## config.mk

```make
export PLATFORM = sky130hd
export DESIGN_NAME = prs_top
export DESIGN_NICKNAME = d
export VERILOG_FILES = /design/src/prs_pkg.sv /design/src/prs_top.sv
export SDC_FILE = /design/constraint.sdc
export NUM_CORES = 1
export LEC_CHECK = 0
export ABC_CLOCK_PERIOD_IN_PS = 2100
export BUFFER_PORTS_ARGS = -buffer_cell sky130_fd_sc_hd__clkbuf_2
export CAP_MARGIN = 30
export CORE_UTILIZATION = 39
export CTS_BUF_LIST = sky130_fd_sc_hd__clkbuf_16
export CTS_CLUSTER_SIZE = 25
export DETAILED_ROUTE_END_ITERATION = 8
export GPL_ROUTABILITY_DRIVEN = 0
export PLACE_DENSITY = 0.73
export SLEW_MARGIN = 5
export SYNTH_ARGS = -nofsm -noshare
export SYNTH_HDL_FRONTEND = slang
export SYNTH_SLANG_ARGS = --single-unit
```

## constraint.sdc

```tcl
create_clock -name REF_CLK_I -period 2.1 [get_ports REF_CLK_I]
set_clock_uncertainty 0.1 [all_clocks]
set_input_delay 0.105 -clock REF_CLK_I [delete_from_list [all_inputs] [get_ports REF_CLK_I]]
set_output_delay 0.105 -clock REF_CLK_I [all_outputs]
set_load 0.05 [all_outputs]
```

## src/prs_pkg.sv

```systemverilog
package prs_pkg;

	// Clock and time base
	localparam int CLK_MHZ = 125;
	localparam int PUD_TIME_US = 72000;
	// Nominal internal RC oscillator rate used to time the power-up delay
	localparam int RC_OSC_KHZ = 100;
	localparam int PUD_RC_TICKS = PUD_TIME_US * RC_OSC_KHZ / 1000;
	localparam int LSR_QUAL_NS = 100000;
	localparam int LSR_QUAL_CYCLES = (LSR_QUAL_NS * CLK_MHZ + 999) / 1000;
	localparam int OSC_START_CYCLES = 1024;
	localparam int CNT_W = 24;

	// Register bus
	localparam int ADR_W = 8;
	localparam logic [ADR_W-1:0] ADDR_PWR_STAT = 8'h00;
	localparam logic [ADR_W-1:0] ADDR_CFG = 8'h04;
	localparam logic [ADR_W-1:0] ADDR_STAT = 8'h08;
	localparam logic [31:0] RD_ZERO = 32'h0000_0000;

	// Field positions
	localparam int PSTAT_LOW_BIT = 0;
	localparam int PSTAT_POR_BIT = 1;
	localparam int CFG_OSC_LSB = 0;
	localparam int CFG_PUD_OFF_BIT = 2;
	localparam int CFG_LSR_EN_BIT = 3;
	localparam logic [3:0] CFG_RESET = 4'h7;
	localparam logic [1:0] PSTAT_RESET = 2'h0;

	// Program counter restart values
	localparam int PC_W = 13;
	localparam logic [PC_W-1:0] PC_RESET = 13'h0000;
	localparam logic [PC_W-1:0] PC_IRQ_VECTOR = 13'h0004;
	localparam logic [PC_W-1:0] PC_STEP = 13'h0001;

	// Synchroniser lanes
	localparam int SY_RISE = 0;
	localparam int SY_LOW = 1;
	localparam int SY_MCLEAR = 2;
	localparam int SY_RC = 3;
	localparam int SY_OSC = 4;

	typedef enum logic [1:0] {
		OSC_LOW_POWER = 2'b00,
		OSC_STANDARD = 2'b01,
		OSC_HIGH_SPEED = 2'b10,
		OSC_RC = 2'b11
	} prs_osc_t;

	typedef enum logic [2:0] {
		ST_PUD = 3'b000,
		ST_OSC_START = 3'b001,
		ST_RUN = 3'b011,
		ST_WAKE = 3'b010,
		ST_LOW_HOLD = 3'b110
	} prs_state_t;

	function automatic logic is_crystal(input logic [1:0] osc);
		is_crystal = (osc != OSC_RC);
	endfunction

endpackage

```

## src/prs_top.sv

```systemverilog
`timescale 1ns/1ps

// Behaviour
// - A supply-rise pulse starts a power-on reset sequence.
// - Power-up delay is nominally 72 ms, started by power-on reset or by recovery from low-supply reset.
// - Core held in reset while delay counts; delay timed by internal RC oscillator.
// - Power-up delay applied when its config bit is 0, skipped when 1 unless low-supply reset is enabled.
// - After power-up delay, or at once, count 1024 oscillator input cycles.
// - Start-up count only in crystal modes, only on power-on, low-supply reset or wake-up.
// - With low-supply reset enabled, a qualified low supply resets the device.
// - After low supply, hold until recovered, then run full power-up delay.
// - Low supply during power-up delay restarts the whole low-supply sequence.
// - Low-supply reset enabled forces the power-up delay on.
// - Power-up runs delay then start-up count; leave reset after the last.
// - Master-clear held past all delays releases execution at once.
// - Status bit 0 cleared on low-supply reset; software sets and checks it.
// - Status bit 0 holds no valid information while low-supply reset is off.
// - Status bit 1 cleared on power-on reset only; software sets it.
// - Time-out and power-down flags encode each reset cause.
// - Resets load PC zero; wakes continue at next address or interrupt vector.
// - Status register bank bits cleared and flags set per reset cause.
// - Two-bit oscillator select: 11 RC, 10/01/00 crystal modes.
module prs_top #(
	parameter int PUD_TICKS = prs_pkg::PUD_RC_TICKS,
	parameter int LSR_QUAL = prs_pkg::LSR_QUAL_CYCLES
) (
	// Clock and reset
	input wire logic REF_CLK_I,
	input wire logic RSTN_I,
	// Wishbone slave
	input wire logic WB_CYC_I,
	input wire logic WB_STB_I,
	input wire logic WB_WE_I,
	input wire logic [prs_pkg::ADR_W-1:0] WB_ADR_I,
	input wire logic [3:0] WB_SEL_I,
	input wire logic [31:0] WB_DAT_I,
	output logic [31:0] WB_DAT_O,
	output logic WB_ACK_O,
	// Supply monitors and pins
	input wire logic SUPPLY_RISE_I,
	input wire logic LOW_SUPPLY_I,
	input wire logic MASTER_CLEAR_N_I,
	input wire logic RC_OSC_I,
	input wire logic OSC_INPUT_PIN_I,
	// Core events
	input wire logic SLEEP_I,
	input wire logic WDT_RESET_I,
	input wire logic WDT_WAKE_I,
	input wire logic IRQ_WAKE_I,
	input wire logic GLOBAL_IRQ_ENABLE_I,
	input wire logic [prs_pkg::PC_W-1:0] PC_NEXT_I,
	// Core control
	output logic CORE_RESET_O,
	output logic WAKE_HOLD_O,
	output logic TIMEOUT_FLAG_O,
	output logic POWERDOWN_FLAG_O,
	output logic STATUS_BANK_CLR_O,
	output logic PC_LOAD_O,
	output logic [prs_pkg::PC_W-1:0] PC_VALUE_O
);
	import prs_pkg::*;

	localparam logic [CNT_W-1:0] PUD_LAST = CNT_W'(PUD_TICKS - 1);
	localparam logic [CNT_W-1:0] LSR_LAST = CNT_W'(LSR_QUAL - 1);
	localparam logic [CNT_W-1:0] OSC_LAST = CNT_W'(OSC_START_CYCLES - 1);
	localparam logic [CNT_W-1:0] CNT_ONE = 24'h00_0001;
	localparam logic [CNT_W-1:0] CNT_ZERO = 24'h00_0000;

	logic [4:0] sync1_q;
	logic [4:0] sync2_q;
	logic [4:0] sync3_q;

	// Pins are asynchronous; the third stage only feeds edge detection
	always_ff @(posedge REF_CLK_I or negedge RSTN_I) begin
		if (!RSTN_I) begin
			sync1_q <= 5'h04;
			sync2_q <= 5'h04;
			sync3_q <= 5'h04;
		end else begin
			sync1_q <= {OSC_INPUT_PIN_I, RC_OSC_I, MASTER_CLEAR_N_I, LOW_SUPPLY_I,
				SUPPLY_RISE_I};
			sync2_q <= sync1_q;
			sync3_q <= sync2_q;
		end
	end

	logic rise_evt;
	logic low_s;
	logic mclear_n_s;
	logic mclear_fall;
	logic rc_edge;
	logic osc_edge;

	assign rise_evt = sync2_q[SY_RISE] & ~sync3_q[SY_RISE];
	assign low_s = sync2_q[SY_LOW];
	assign mclear_n_s = sync2_q[SY_MCLEAR];
	assign mclear_fall = sync3_q[SY_MCLEAR] & ~sync2_q[SY_MCLEAR];
	assign rc_edge = sync2_q[SY_RC] & ~sync3_q[SY_RC];
	assign osc_edge = sync2_q[SY_OSC] & ~sync3_q[SY_OSC];

	// Register bus and software state
	logic ack_q, ack_d;
	logic [31:0] rdat_q, rdat_d;
	logic [1:0] pstat_q, pstat_d;
	logic [3:0] cfg_q, cfg_d;

	// Sequencer state
	prs_state_t state_q, state_d;
	logic [CNT_W-1:0] cnt_q, cnt_d;
	logic [CNT_W-1:0] low_cnt_q, low_cnt_d;
	logic to_q, to_d;
	logic pd_q, pd_d;
	logic irq_wake_q, irq_wake_d;
	logic core_rst_q, core_rst_d;
	logic wake_hold_q, wake_hold_d;
	logic bank_clr_q, bank_clr_d;
	logic pc_load_q, pc_load_d;
	logic [PC_W-1:0] pc_q, pc_d;

	logic [1:0] osc_sel;
	logic pud_en;
	logic lsr_en;
	logic crystal;
	logic low_hit;
	logic por_clr;
	logic low_clr;
	logic wdt_rst;

	assign osc_sel = cfg_q[CFG_OSC_LSB +: 2];
	assign lsr_en = cfg_q[CFG_LSR_EN_BIT];
	assign pud_en = ~cfg_q[CFG_PUD_OFF_BIT] | lsr_en;
	assign crystal = is_crystal(osc_sel);

	function automatic logic hit(input logic [ADR_W-1:0] a, input logic [ADR_W-1:0] r);
		hit = (a[ADR_W-1:2] == r[ADR_W-1:2]);
	endfunction

	always_comb begin
		ack_d = WB_CYC_I & WB_STB_I & ~ack_q;
		rdat_d = RD_ZERO;
		pstat_d = pstat_q;
		cfg_d = cfg_q;
		if (WB_CYC_I && WB_STB_I && !ack_q) begin
			if (hit(WB_ADR_I, ADDR_PWR_STAT)) begin
				rdat_d = {30'h0000_0000, pstat_q};
			end else if (hit(WB_ADR_I, ADDR_CFG)) begin
				rdat_d = {28'h000_0000, cfg_q};
			end else if (hit(WB_ADR_I, ADDR_STAT)) begin
				rdat_d = {25'h000_0000, wake_hold_q, core_rst_q, pd_q, to_q, state_q};
			end
		end
		// Write lands on the edge where the master sees ack
		if (WB_CYC_I && WB_STB_I && WB_WE_I && ack_q && WB_SEL_I[0]) begin
			if (hit(WB_ADR_I, ADDR_PWR_STAT)) begin
				pstat_d = WB_DAT_I[1:0];
			end else if (hit(WB_ADR_I, ADDR_CFG)) begin
				cfg_d = WB_DAT_I[3:0];
			end
		end
		// Hardware clear beats a simultaneous software write
		if (por_clr) begin
			pstat_d[PSTAT_POR_BIT] = 1'b0;
		end
		if (low_clr) begin
			pstat_d[PSTAT_LOW_BIT] = 1'b0;
		end
	end

	always_ff @(posedge REF_CLK_I or negedge RSTN_I) begin
		if (!RSTN_I) begin
			ack_q <= 1'b0;
			rdat_q <= RD_ZERO;
			pstat_q <= PSTAT_RESET;
			cfg_q <= CFG_RESET;
		end else begin
			ack_q <= ack_d;
			rdat_q <= rdat_d;
			pstat_q <= pstat_d;
			cfg_q <= cfg_d;
		end
	end

	assign WB_ACK_O = ack_q;
	assign WB_DAT_O = rdat_q;

	// Qualified low supply; short dips reset the count and cause nothing
	assign low_hit = lsr_en & low_s & (low_cnt_q == LSR_LAST);

	always_comb begin
		state_d = state_q;
		cnt_d = cnt_q;
		low_cnt_d = CNT_ZERO;
		to_d = to_q;
		pd_d = pd_q;
		irq_wake_d = irq_wake_q;
		bank_clr_d = 1'b0;
		pc_load_d = 1'b0;
		pc_d = pc_q;
		por_clr = 1'b0;
		low_clr = 1'b0;
		wdt_rst = 1'b0;
		if (lsr_en && low_s && low_cnt_q != LSR_LAST) begin
			low_cnt_d = low_cnt_q + CNT_ONE;
		end else if (lsr_en && low_s) begin
			low_cnt_d = low_cnt_q;
		end
		if (rise_evt) begin
			// Power-on: power-up delay, then start-up count
			por_clr = 1'b1;
			to_d = 1'b1;
			pd_d = 1'b1;
			bank_clr_d = 1'b1;
			pc_load_d = 1'b1;
			pc_d = PC_RESET;
			cnt_d = CNT_ZERO;
			if (pud_en) begin
				state_d = ST_PUD;
			end else if (crystal) begin
				state_d = ST_OSC_START;
			end else begin
				state_d = ST_RUN;
			end
		end else if (low_hit && state_q != ST_LOW_HOLD) begin
			// Also taken during the power-up delay, which restarts it
			low_clr = 1'b1;
			to_d = 1'b1;
			pd_d = 1'b1;
			bank_clr_d = 1'b1;
			pc_load_d = 1'b1;
			pc_d = PC_RESET;
			state_d = ST_LOW_HOLD;
		end else begin
			case (state_q)
				ST_LOW_HOLD: begin
					cnt_d = CNT_ZERO;
					if (!low_s || !lsr_en) begin
						state_d = ST_PUD;
					end
				end
				ST_PUD: begin
					if (!pud_en) begin
						cnt_d = CNT_ZERO;
						state_d = crystal ? ST_OSC_START : ST_RUN;
					end else if (rc_edge) begin
						if (cnt_q == PUD_LAST) begin
							cnt_d = CNT_ZERO;
							state_d = crystal ? ST_OSC_START : ST_RUN;
						end else begin
							cnt_d = cnt_q + CNT_ONE;
						end
					end
				end
				ST_OSC_START: begin
					if (!crystal) begin
						state_d = ST_RUN;
					end else if (osc_edge) begin
						if (cnt_q == OSC_LAST) begin
							state_d = ST_RUN;
						end else begin
							cnt_d = cnt_q + CNT_ONE;
						end
					end
				end
				ST_RUN: begin
					cnt_d = CNT_ZERO;
					if (WDT_RESET_I && !SLEEP_I) begin
						wdt_rst = 1'b1;
						to_d = 1'b0;
						pd_d = 1'b1;
						bank_clr_d = 1'b1;
						pc_load_d = 1'b1;
						pc_d = PC_RESET;
					end else if (mclear_fall) begin
						// Awake master-clear leaves both flags as they were
						if (SLEEP_I) begin
							to_d = 1'b1;
							pd_d = 1'b0;
						end
						bank_clr_d = 1'b1;
						pc_load_d = 1'b1;
						pc_d = PC_RESET;
					end else if (SLEEP_I && WDT_WAKE_I) begin
						to_d = 1'b0;
						pd_d = 1'b0;
						irq_wake_d = 1'b0;
						state_d = ST_WAKE;
					end else if (SLEEP_I && IRQ_WAKE_I) begin
						to_d = 1'b1;
						pd_d = 1'b0;
						irq_wake_d = 1'b1;
						state_d = ST_WAKE;
					end
				end
				ST_WAKE: begin
					if (!crystal || (osc_edge && cnt_q == OSC_LAST)) begin
						state_d = ST_RUN;
						cnt_d = CNT_ZERO;
						pc_load_d = 1'b1;
						if (irq_wake_q && GLOBAL_IRQ_ENABLE_I) begin
							pc_d = PC_IRQ_VECTOR;
						end else begin
							pc_d = PC_NEXT_I + PC_STEP;
						end
					end else if (osc_edge) begin
						cnt_d = cnt_q + CNT_ONE;
					end
				end
				default: begin
					state_d = ST_PUD;
					cnt_d = CNT_ZERO;
				end
			endcase
		end
		// Master-clear only gates the core; the timers above ignore it
		core_rst_d = (state_d != ST_RUN && state_d != ST_WAKE) | ~mclear_n_s;
		// Power-on always pulses the core reset, even with every delay skipped
		core_rst_d = core_rst_d | wdt_rst | rise_evt;
		wake_hold_d = (state_d == ST_WAKE);
	end

	always_ff @(posedge REF_CLK_I or negedge RSTN_I) begin
		if (!RSTN_I) begin
			state_q <= ST_PUD;
			cnt_q <= CNT_ZERO;
			low_cnt_q <= CNT_ZERO;
			to_q <= 1'b1;
			pd_q <= 1'b1;
			irq_wake_q <= 1'b0;
			core_rst_q <= 1'b1;
			wake_hold_q <= 1'b0;
			bank_clr_q <= 1'b0;
			pc_load_q <= 1'b0;
			pc_q <= PC_RESET;
		end else begin
			state_q <= state_d;
			cnt_q <= cnt_d;
			low_cnt_q <= low_cnt_d;
			to_q <= to_d;
			pd_q <= pd_d;
			irq_wake_q <= irq_wake_d;
			core_rst_q <= core_rst_d;
			wake_hold_q <= wake_hold_d;
			bank_clr_q <= bank_clr_d;
			pc_load_q <= pc_load_d;
			pc_q <= pc_d;
		end
	end

	assign CORE_RESET_O = core_rst_q;
	assign WAKE_HOLD_O = wake_hold_q;
	assign TIMEOUT_FLAG_O = to_q;
	assign POWERDOWN_FLAG_O = pd_q;
	assign STATUS_BANK_CLR_O = bank_clr_q;
	assign PC_LOAD_O = pc_load_q;
	assign PC_VALUE_O = pc_q;

endmodule // prs_top

```

==> results.py, run 1 <==
metrics = {
    "run_status": {
        "status": "finished, violations left",
        "violated_checks": "hold timing, setup timing",
    },
    "timing": {
        "tightest_slew_ns": 0.576,
        "finalWorstPathRequiredPeriod_ns": 2.19,
        "fmax_mhz": 457,
        "report.final.setup_viol": 25,
        "timing.slew.headroom_pct": 61.6,
        "fin_crit_sh_pct": 104,
        "timing.final.ws_setup_ns": -0.0900,
        "max_slew_violation_total_from_the_final_report": 0,
        "setup_tns_ns": -0.890,
        "rsz0062_at_grt": "yes",
        "finalHoldWorstSlack_ns": -0.00312,
        "finalHoldViolCount": 1,
    },
    "critical_path": {
        "r2r_setup_slack_ns": -0.09,
        "rr_startpoint": "state_q[1]$_DFF_PN0_",
        "worst_setup_path_start_kind": "flip-flop",
        "worstSetupStartpoint": "state_q[1]$_DFF_PN0_",
        "timing.critical_path.to_type": "flip-flop",
        "worstPathMaxFanout": 7,
        "start_to_end_type_of_the_worst_setup_path": "flip-flop to flip-flop",
        "crit-reg2reg-capture": "cnt_q[15]$_DFFE_PN0P_",
        "critical_path_arrival_ns": 2.37,
        "worst_reg2reg_path_length_in_cells": 8,
        "cp.required_ns": 2.28,
    },
    "final_layout": {
        "flow.area_growth_from_synthesis_pct": 38.1,
        "layout.filler_cells": 1105,
        "final_net_count": 815,
        "antenna_diode_count": 0,
        "layout_common_cells": "sky130_fd_sc_hd__buf_4, sky130_fd_sc_hd__dfrtp_1, sky130_fd_sc_hd__clkbuf_2",
        "final_common_cell": "sky130_fd_sc_hd__buf_4",
        "fraction_of_layout_cells_with_a_size_suffix_above_1_pct": 35.0,
        "final_area_um2": 7300,
        "fin_util_pct": 55.1,
    },
    "die": {
        "placementRows": 42,
        "start_util_pct": 39.9,
        "io-pin-count": 124,
        "floorplan.die.height_um": 118,
        "die_width_um": 118,
        "core_um2": 13200,
        "die_area_um2": 14000,
    },
    "pwr": {
        "share_clk_of_total_power_pct": 38.0,
        "netSwitchingPower_uw": 1240,
        "vdd_ir_drop_max_v": 0.000658,
        "power_frac_comb_pct": 16.8,
        "internal-power_uw": 3170,
        "cellLeakagePower_uw": 0.00329,
        "net_switching_share_of_the_total_power_pct": 28.2,
        "pwr_density_cell_nw_per_um2": 605,
        "share_seq_of_total_power_pct": 45.2,
    },
    "grt": {
        "gr-usage-met1_pct": 24.8,
        "number_of_global_route_vias_before_repair": 4911,
        "antenna_found_initial": 0,
        "grt_overflow": 0,
        "track_usage_pct": 20.5,
        "global_route.usage.met3_pct": 5.07,
        "first_pass_grt_wire_length_mm": 23.2,
        "grt_max_degree": 100,
        "grt.met2_usage_pct": 35.4,
        "grt_busiest_layer": "met2",
    },
    "clock_network": {
        "cts.reportedPaths.clkPinSlew_ns": 0.07,
        "htreeDepth": 3,
        "cts_made_buffers": 9,
        "root_buffer": "sky130_fd_sc_hd__clkbuf_16",
        "tritoncts": "yes",
        "clock_latency_ns": 0.36,
        "cts_sinks": 99,
        "clockBufferDepth": 2,
    },
    "drt": {
        "wl_mm": 14.3,
        "detail_route.iter0.violations": 321,
        "drc_errors": 0,
        "first_pass_iters": 4,
        "viasPerCell": 5.32,
        "ant_nets": 0,
        "vias": 4896,
        "post_drt_wl_per_cell_um": 15.5,
    },
    "synthesis": {
        "edff_count_synth": 0,
        "ys_ff_latch": 99,
        "ys_seq_area_share_pct": 47.1,
        "synth.yosys.warnings": 0,
        "synth_top_flop_cell": "sky130_fd_sc_hd__dfrtp_1",
        "netlist-cell-type-count": 67,
        "postSynth.asyncResetShare_pct": 100,
        "post_synth.cell_area_avg_um2": 9.54,
        "syn_inst": 554,
        "syn_area_um2": 5290,
    },
    "min_path": {
        "capture_endpoint_of_the_worst_hold_path": "PC_VALUE_O[8]$_DFFE_PN0P_",
        "worst_hold_path.num_cells": 3,
        "hp-class": "primary input to flip-flop",
        "holdCritStartpoint": "PC_NEXT_I[8]",
    },
    "placed_design": {
        "place.detailed.hpwl_mm": 8.99,
        "numPortBuffers": 65,
        "placed_area_um2": 6360,
    },
    "run": {
        "drv.max_cap_violation_count": 0,
    },
}
## worst max-delay path by stage
stage,endpoint,depth (start not counted)
5_1_grt,cnt_q[15]$_DFFE_PN0P_,8
3_5_place_dp,cnt_q[10]$_DFFE_PN0P_,7
6_report,cnt_q[15]$_DFFE_PN0P_,8
4_1_cts,cnt_q[2]$_DFFE_PN0P_,7
2_1_floorplan,cnt_q[23]$_DFFE_PN0P_,9
3_3_place_gp,PC_VALUE_O[6]$_DFFE_PN0P_,8
## logic make-up (layout without fill, tap and decap cells)
group,after synthesis,count (layout),share of synthesized area (%)
compound gates,101,101,13.4
xor+xnor,30,30,4.97
fa+ha+maj,3,3,0.710
buf+inv,70,234,7.29
flops,99,99,47.1
mux,8,8,1.61
other cells,1,25,0.0710
simple gates,242,245,24.8
## cell usage after synthesis (all sizes together) (13+ instances only)
library cell / number / area, um^2
a31oi: 17 / 121
buf: 33 / 246
clkbuf: 14 / 52.6
dfrtp: 90 / 2250
inv: 23 / 86.3
nand2: 54 / 203
nand2b: 19 / 119
nand3: 24 / 120
nand4: 20 / 140
nor2: 41 / 154
nor3: 14 / 75.1
o21ai: 24 / 120
o22ai: 13 / 81.3
xor2: 20 / 175
## registers in the layout, indices dropped and copies added, names as in the netlist, 2 cells and up
signal      cells
WB_DAT_O        7
PC_VALUE_O     13
low_cnt_q      24
sync3_q         4
cfg_q           4
sync2_q         5
cnt_q          24
state_q         3
sync1_q         5
pstat_q         2
## area by class of cell
| type | count | area [um^2] | share of cell area [%] |
|---|---|---|---|
| clock buffers | 9 | 225 | 3.08 |
| clock inverters | 7 | 67.6 | 0.925 |
| inverters | 23 | 86.3 | 1.18 |
| multi-input cells | 412 | 2770 | 38.0 |
| flip-flops and latches | 99 | 2490 | 34.1 |
| well taps | 176 | 220 | 3.02 |
| repair buffers | 195 | 1440 | 19.7 |
## stage by stage
stage / power, uW / cells / setup WS, ns / hold WS, ns
floorplan: 2430 / 578 / -0.0715 / -0.291
global placement: 2600 / 865 / -0.122 / 0.0942
detailed placement: 2620 / 865 / -0.166 / 0.101
CTS: 4380 / 915 / -0.0881 / 0.00355
global route: 4580 / 921 / -0.210 / 0.00857
finish: 4410 / 921 / -0.0900 / -0.00312
## per-layer routing
layer / part of all wire (%) / up-vias
li1: - / 2324
met1: 41 / 2402
met2: 52 / 139
met3: 4.5 / 31
met4: 2.2 / 0
met5: 0 / -
## what timing repair did
item / CTS / global route
pin swaps: 24 / 11
gates cloned: 2 / 1
gates resized for setup: 49 / 28
endpoints found under the setup margin: 41 / 45
hold buffers: 25 / 0
buffers inserted: 7 / 5
endpoints found under the hold margin: 116 / 0
## power groups by stage
| stage | clock (uW) | sequential, uW | combinational [uW] |
|---|---|---|---|
| 5_1_grt | 1780 | 2000 | 796 |
| 3_3_place_gp | 0 | 2030 | 572 |
| 6_report | 1680 | 2000 | 741 |
| 4_1_cts | 1690 | 2000 | 693 |
| 3_5_place_dp | 0 | 2030 | 590 |
| 2_1_floorplan | 0 | 2070 | 360 |
## critical path: stages (launching register included)
cell and delay, ns:
sky130_fd_sc_hd__dfrtp_2 0.45, sky130_fd_sc_hd__or3b_1 0.41, sky130_fd_sc_hd__nand4b_1 0.19, sky130_fd_sc_hd__o22a_1 0.22
sky130_fd_sc_hd__a31oi_4 0.24, sky130_fd_sc_hd__buf_6 0.16, sky130_fd_sc_hd__buf_12 0.12, sky130_fd_sc_hd__a31oi_1 0.04
sky130_fd_sc_hd__o22ai_1 0.18
Power figures use the tool's default switching activity.
==> run 2, diff against run 1 <==
Settings changed: CORE_UTILIZATION 39 to 25, PLACE_DENSITY 0.73 to 0.55.
==> results.py, run 2 (synthesis gave the netlist of run 1 again) <==
metrics = {
    "pwr": {
        "netSwitchingPower_uw": 1380,
        "vdd_ir_drop_max_v": 0.000408,
        "pwr_density_cell_nw_per_um2": 589,
        "net_switching_share_of_the_total_power_pct": 30.5,
        "share_clk_of_total_power_pct": 38.0,
        "share_seq_of_total_power_pct": 43.8,
        "cellLeakagePower_uw": 0.00342,
        "power_frac_comb_pct": 18.1,
        "internal-power_uw": 3160,
    },
    "drt": {
        "detail_route.iter0.violations": 225,
        "ant_nets": 0,
        "wl_mm": 14.1,
        "post_drt_wl_per_cell_um": 13.7,
        "drc_errors": 0,
        "viasPerCell": 4.61,
        "first_pass_iters": 4,
        "vias": 4734,
    },
    "critical_path": {
        "worstPathMaxFanout": 6,
        "crit_slowest_cell": "sky130_fd_sc_hd__dfrtp_2",
        "worst_path_largest_cell_delay_ns": 0.46,
        "critical_path_arrival_ns": 2.38,
        "crit_path_cell_trace": "nand2b_1, a21bo_1, a32oi_2, a31oi_4, or3_4, buf_12, o311ai_4",
        "worstSetupStartpoint": "state_q[0]$_DFF_PN0_",
        "r2r_setup_slack_ns": -0.13,
        "rr_startpoint": "state_q[0]$_DFF_PN0_",
        "worst_setup_path_start_kind": "flip-flop",
        "timing.critical_path.to_type": "flip-flop",
        "start_to_end_type_of_the_worst_setup_path": "flip-flop to flip-flop",
        "worst_reg2reg_path_length_in_cells": 7,
        "cp.required_ns": 2.25,
    },
    "clock_network": {
        "cts_made_buffers": 9,
        "htreeDepth": 3,
        "clockBufferDepth": 2,
        "cts_sinks": 99,
        "root_buffer": "sky130_fd_sc_hd__clkbuf_16",
        "tritoncts": "yes",
        "clock_latency_ns": 0.36,
        "cts.reportedPaths.clkPinSlew_ns": 0.08,
    },
    "die": {
        "die_width_um": 147,
        "floorplan.die.height_um": 147,
        "die_area_um2": 21700,
        "placementRows": 52,
        "core_um2": 20500,
        "start_util_pct": 25.8,
        "io-pin-count": 124,
    },
    "timing": {
        "timing.final.ws_setup_ns": -0.127,
        "finalHoldViolCount": 0,
        "fmax_mhz": 449,
        "rsz0062_at_grt": "yes",
        "fin_crit_sh_pct": 106,
        "max_slew_violation_total_from_the_final_report": 0,
        "setup_tns_ns": -2.30,
        "timing.slew.headroom_pct": 58.0,
        "finalWorstPathRequiredPeriod_ns": 2.23,
        "tightest_slew_ns": 0.614,
        "report.final.setup_viol": 39,
    },
    "final_layout": {
        "final_net_count": 828,
        "flow.area_growth_from_synthesis_pct": 45.9,
        "final_common_cell": "sky130_fd_sc_hd__buf_4",
        "final_area_um2": 7710,
        "antenna_diode_count": 0,
        "fraction_of_layout_cells_with_a_size_suffix_above_1_pct": 37.2,
        "layout_common_cells": "sky130_fd_sc_hd__buf_4, sky130_fd_sc_hd__dfrtp_1, sky130_fd_sc_hd__clkbuf_2",
    },
    "grt": {
        "number_of_global_route_vias_before_repair": 4694,
        "grt_max_degree": 59,
        "track_usage_pct": 13.0,
        "first_pass_grt_wire_length_mm": 22.9,
        "antenna_found_initial": 0,
        "grt_overflow": 0,
    },
    "run_status": {
        "status": "finished, violations left",
        "violated_checks": "setup timing",
    },
    "min_path": {
        "holdCritStartpoint": "GLOBAL_IRQ_ENABLE_I",
        "hp-class": "primary input to flip-flop",
        "worst_hold_path.num_cells": 3,
    },
    "placed_design": {
        "place.detailed.hpwl_mm": 9.57,
        "placed_area_um2": 6600,
        "numPortBuffers": 65,
    },
    "run": {
        "drv.max_cap_violation_count": 0,
    },
}
run 2: worst paths after layout:
check                                            end
max                             cnt_q[2]$_DFFE_PN0P_
min                        PC_VALUE_O[2]$_DFFE_PN0P_
max reg2reg                     cnt_q[2]$_DFFE_PN0P_
min reg2reg                     sync2_q[0]$_DFF_PN0_
max in group asynchronous       cfg_q[0]$_DFFE_PN1P_
min in group asynchronous       cnt_q[1]$_DFFE_PN0P_
run 2: final cells by class:
type	count	area, um^2
Fill cell	2031	12800
Multi-Input combinational cell	410	2890
Sequential cell	99	2490
Timing Repair Buffer	210	1590
Tap cell	270	338
Clock buffer	9	225
Clock inverter	7	93.8
Inverter	23	86.3
run 2: timing repair:
item	CTS	global route
setup buffers	5	7
pin swaps	13	10
resized for setup	44	43
hold buffers	25	0
endpoints found under the hold margin	115	0
endpoints found under the setup margin	40	48
cloned	2	2
run 2: critical path: cells and delay by family (launching register included):
family	cells	cell delay (ns)
AO/OA/AOI/OAI	4	0.81
AND/OR/NAND/NOR	2	0.57
flip-flops	1	0.46
buffers and inverters	1	0.17
run 2: power groups by stage:
stage | Sequential, uW | Combinational [uW] | Clock (uW)
after CTS | 1990 | 707 | 1770
final | 1990 | 824 | 1730
after detailed placement | 2030 | 634 | 0
after global placement | 2030 | 630 | 0
after floorplan | 2070 | 360 | 0
after global routing | 2000 | 883 | 1830
run 2: through the flow:
step           worst slack, ns  utilization [%]  std cells  power [uW]  hold WS (ns)
6_report                -0.127             37.6       1028        4540       0.00876
5_1_grt                 -0.238             37.6       1028        4710        0.0183
4_1_cts                -0.0547             36.0       1019        4470      0.000674
3_5_place_dp            -0.242             32.2        971        2660       -0.0969
3_3_place_gp            -0.189             32.2        971        2660       -0.0980
2_1_floorplan          -0.0715                -        578        2430        -0.291
run 2: layer usage:
layer / global-route usage [%] / vias to the layer above / part of all wire (%)
li1: - / 2347 / -
met2: 21.6 / 61 / 49
met3: 2.65 / 13 / 2.2
met4: 3.45 / 0 / 1.2
met1: 17.2 / 2313 / 48
met5: 0 / - / 0
==> run 3, diff against run 2 <==
Settings changed: ABC_AREA set to 1, PLACE_DENSITY 0.55 to 0.54.
==> results.py, run 3 <==
metrics = {
    "run_status": {
        "status": "complete, no violations",
    },
    "min_path": {
        "holdCritStartpoint": "PC_NEXT_I[1]",
        "worst_hold_path.num_cells": 4,
        "hp-class": "primary input to flip-flop",
        "capture_endpoint_of_the_worst_hold_path": "PC_VALUE_O[1]$_DFFE_PN0P_",
    },
    "grt": {
        "track_usage_pct": 13.7,
        "grt.met2_usage_pct": 22.5,
        "antenna_found_initial": 0,
        "gr-usage-met1_pct": 18.6,
        "global_route.usage.met3_pct": 1.32,
        "number_of_global_route_vias_before_repair": 5872,
        "grt_max_degree": 46,
        "first_pass_grt_wire_length_mm": 28.9,
        "grt_busiest_layer": "met2",
        "grt_overflow": 0,
    },
    "critical_path": {
        "worst_reg2reg_path_length_in_cells": 11,
        "worst_setup_path_start_kind": "flip-flop",
        "start_to_end_type_of_the_worst_setup_path": "flip-flop to flip-flop",
        "critical_path_arrival_ns": 2.11,
        "r2r_setup_slack_ns": 0.13,
        "crit-reg2reg-capture": "PC_VALUE_O[2]$_DFFE_PN0P_",
        "cp.required_ns": 2.24,
        "worstPathMaxFanout": 16,
        "timing.critical_path.to_type": "flip-flop",
        "rr_startpoint": "cnt_q[0]$_DFFE_PN0P_",
    },
    "drt": {
        "wl_mm": 16.9,
        "viasPerCell": 4.48,
        "detail_route.iter0.violations": 297,
        "ant_nets": 0,
        "first_pass_iters": 5,
        "vias": 6136,
        "post_drt_wl_per_cell_um": 12.4,
        "drc_errors": 0,
    },
    "timing": {
        "max_slew_violation_total_from_the_final_report": 0,
        "tightest_slew_ns": 0.587,
        "finalHoldViolCount": 0,
        "finalWorstPathRequiredPeriod_ns": 1.97,
        "fin_crit_sh_pct": 94.0,
        "rsz0062_at_grt": "no",
        "fmax_mhz": 507,
        "timing.slew.headroom_pct": 60.8,
        "report.final.setup_viol": 0,
    },
    "synthesis": {
        "synthDominantAreaCellType": "sky130_fd_sc_hd__dfrtp_1",
        "synth.yosys.warnings": 0,
        "synth_top_flop_cell": "sky130_fd_sc_hd__dfrtp_1",
        "edff_count_synth": 0,
        "synth.cells.most_frequent": "sky130_fd_sc_hd__nand2_1, sky130_fd_sc_hd__nand3_1, sky130_fd_sc_hd__nor2_1",
        "syn_area_um2": 6280,
        "ranking_of_synthesized_cells_by_area": "sky130_fd_sc_hd__dfrtp_1, sky130_fd_sc_hd__nand2_1, sky130_fd_sc_hd__nand3_1",
        "netlist-cell-type-count": 39,
        "post_synth.cell_area_avg_um2": 6.87,
        "postSynth.asyncResetShare_pct": 100,
        "syn_inst": 915,
        "yosys.area.top_type_share_pct": 35.8,
        "synth.most_common_cell": "sky130_fd_sc_hd__nand2_1",
        "ys_seq_area_share_pct": 39.6,
        "ys_ff_latch": 99,
    },
    "final_layout": {
        "fin_util_pct": 32.0,
        "flow.area_growth_from_synthesis_pct": 24.7,
        "final_net_count": 1116,
        "antenna_diode_count": 0,
        "final_common_cell": "sky130_fd_sc_hd__nand2_1",
        "layout_common_cells": "sky130_fd_sc_hd__nand2_1, sky130_fd_sc_hd__nand3_1, sky130_fd_sc_hd__nor2_1",
        "final_area_um2": 7840,
        "final-instance-count-excl-fill": 1370,
        "fraction_of_layout_cells_with_a_size_suffix_above_1_pct": 18.5,
    },
    "pwr": {
        "pwr_density_cell_nw_per_um2": 613,
        "vdd_ir_drop_max_v": 0.000428,
        "cellLeakagePower_uw": 0.00388,
        "finalPower_uw": 4800,
    },
    "clock_network": {
        "cts_made_buffers": 9,
        "cts.reportedPaths.clkPinSlew_ns": 0.08,
        "htreeDepth": 3,
        "tritoncts": "yes",
        "cts_sinks": 99,
        "root_buffer": "sky130_fd_sc_hd__clkbuf_16",
        "clockBufferDepth": 2,
        "clock_latency_ns": 0.36,
    },
    "placed_design": {
        "numPortBuffers": 65,
        "placed_area_um2": 7220,
        "place.detailed.hpwl_mm": 12.5,
        "place_inst": 1332,
    },
    "run": {
        "drv.max_cap_violation_count": 0,
    },
    "die": {
        "start_util_pct": 25.7,
        "die_area_um2": 25800,
        "core_um2": 24500,
        "placementRows": 57,
        "io-pin-count": 124,
        "floorplan.die.height_um": 161,
        "die_width_um": 161,
    },
}
run 3: report_power, final:
part	total, uW	internal [uW]	switching (uW)
sequential	2080	2010	76.6
combinational	990	299	691
clock	1730	935	796
total	4800	3240	1560
run 3: worst max-delay path, cell delays in order (launching register included):
cell and delay, ns:
sky130_fd_sc_hd__dfrtp_1 0.41, sky130_fd_sc_hd__ha_4 0.17, sky130_fd_sc_hd__nand3_2 0.13, sky130_fd_sc_hd__nor2_2 0.15, sky130_fd_sc_hd__nand3_2 0.10, sky130_fd_sc_hd__nand2_2 0.10, sky130_fd_sc_hd__nand3_1 0.10, sky130_fd_sc_hd__nand4_1 0.18
sky130_fd_sc_hd__clkinvlp_4 0.14, sky130_fd_sc_hd__buf_12 0.16, sky130_fd_sc_hd__nand2_1 0.05, sky130_fd_sc_hd__o21ai_0 0.07
run 3: how the worst max path moves through the flow:
stage	endpoint	depth (start not counted)	slack, ns	start
floorplan	cnt_q[4]$_DFFE_PN0P_	14	0.12	cnt_q[0]$_DFFE_PN0P_
global placement	PC_VALUE_O[7]$_DFFE_PN0P_	10	0.004	low_cnt_q[0]$_DFFE_PN0P_
detailed placement	PC_VALUE_O[6]$_DFFE_PN0P_	10	-0.03	low_cnt_q[16]$_DFFE_PN0P_
CTS	PC_VALUE_O[6]$_DFFE_PN0P_	11	0.02	cnt_q[15]$_DFFE_PN0P_
global route	PC_VALUE_O[2]$_DFFE_PN0P_	11	0.0004	cnt_q[13]$_DFFE_PN0P_
finish	PC_VALUE_O[2]$_DFFE_PN0P_	11	0.13	cnt_q[0]$_DFFE_PN0P_
run 3: repair_timing:
item	4_1_cts	5_1_grt
endpoints found under the hold margin	51	0
endpoints found under the setup margin	4	45
setup buffers	1	5
gates resized for setup	2	28
hold buffers	16	0
pin swaps	1	5
run 3: logic make-up after synthesis:
kind of cell    after synthesis  share of synthesized area [%]
xor+xnor                     20                           2.79
buf+inv                     149                           10.9
other cells                   1                         0.0597
flops                        99                           39.6
fa+ha+maj                     3                          0.597
simple gates                582                           40.4
compound gates               59                           5.28
mux                           2                          0.358
run 3: per-stage QoR:
step                setup WS [ns]  hold slack [ns]  setup TNS, ns
floorplan                   0.116           -0.291              0
global placement          0.00391           0.0509              0
detailed placement        -0.0303           0.0458        -0.0805
CTS                        0.0154          0.00290              0
global route             0.000387           0.0182              0
finish                      0.126          0.00655              0
run 3: cell type report:
type | count | area (um^2)
fillers | 2651 | 16600
multi-input cells | 691 | 3290
inverters | 101 | 388
clock buffers | 9 | 225
repair buffers | 139 | 961
well taps | 324 | 405
clock inverters | 7 | 76.3
flip-flops and latches | 99 | 2490
run 3: per-layer routing:
| metal | wire length [um] | part of all wire (%) |
|---|---|---|
| met4 | 340 | 2.0 |
| met1 | 8460 | 50 |
| met2 | 7620 | 45 |
| met5 | 0 | 0 |
| met3 | 509 | 3.0 |
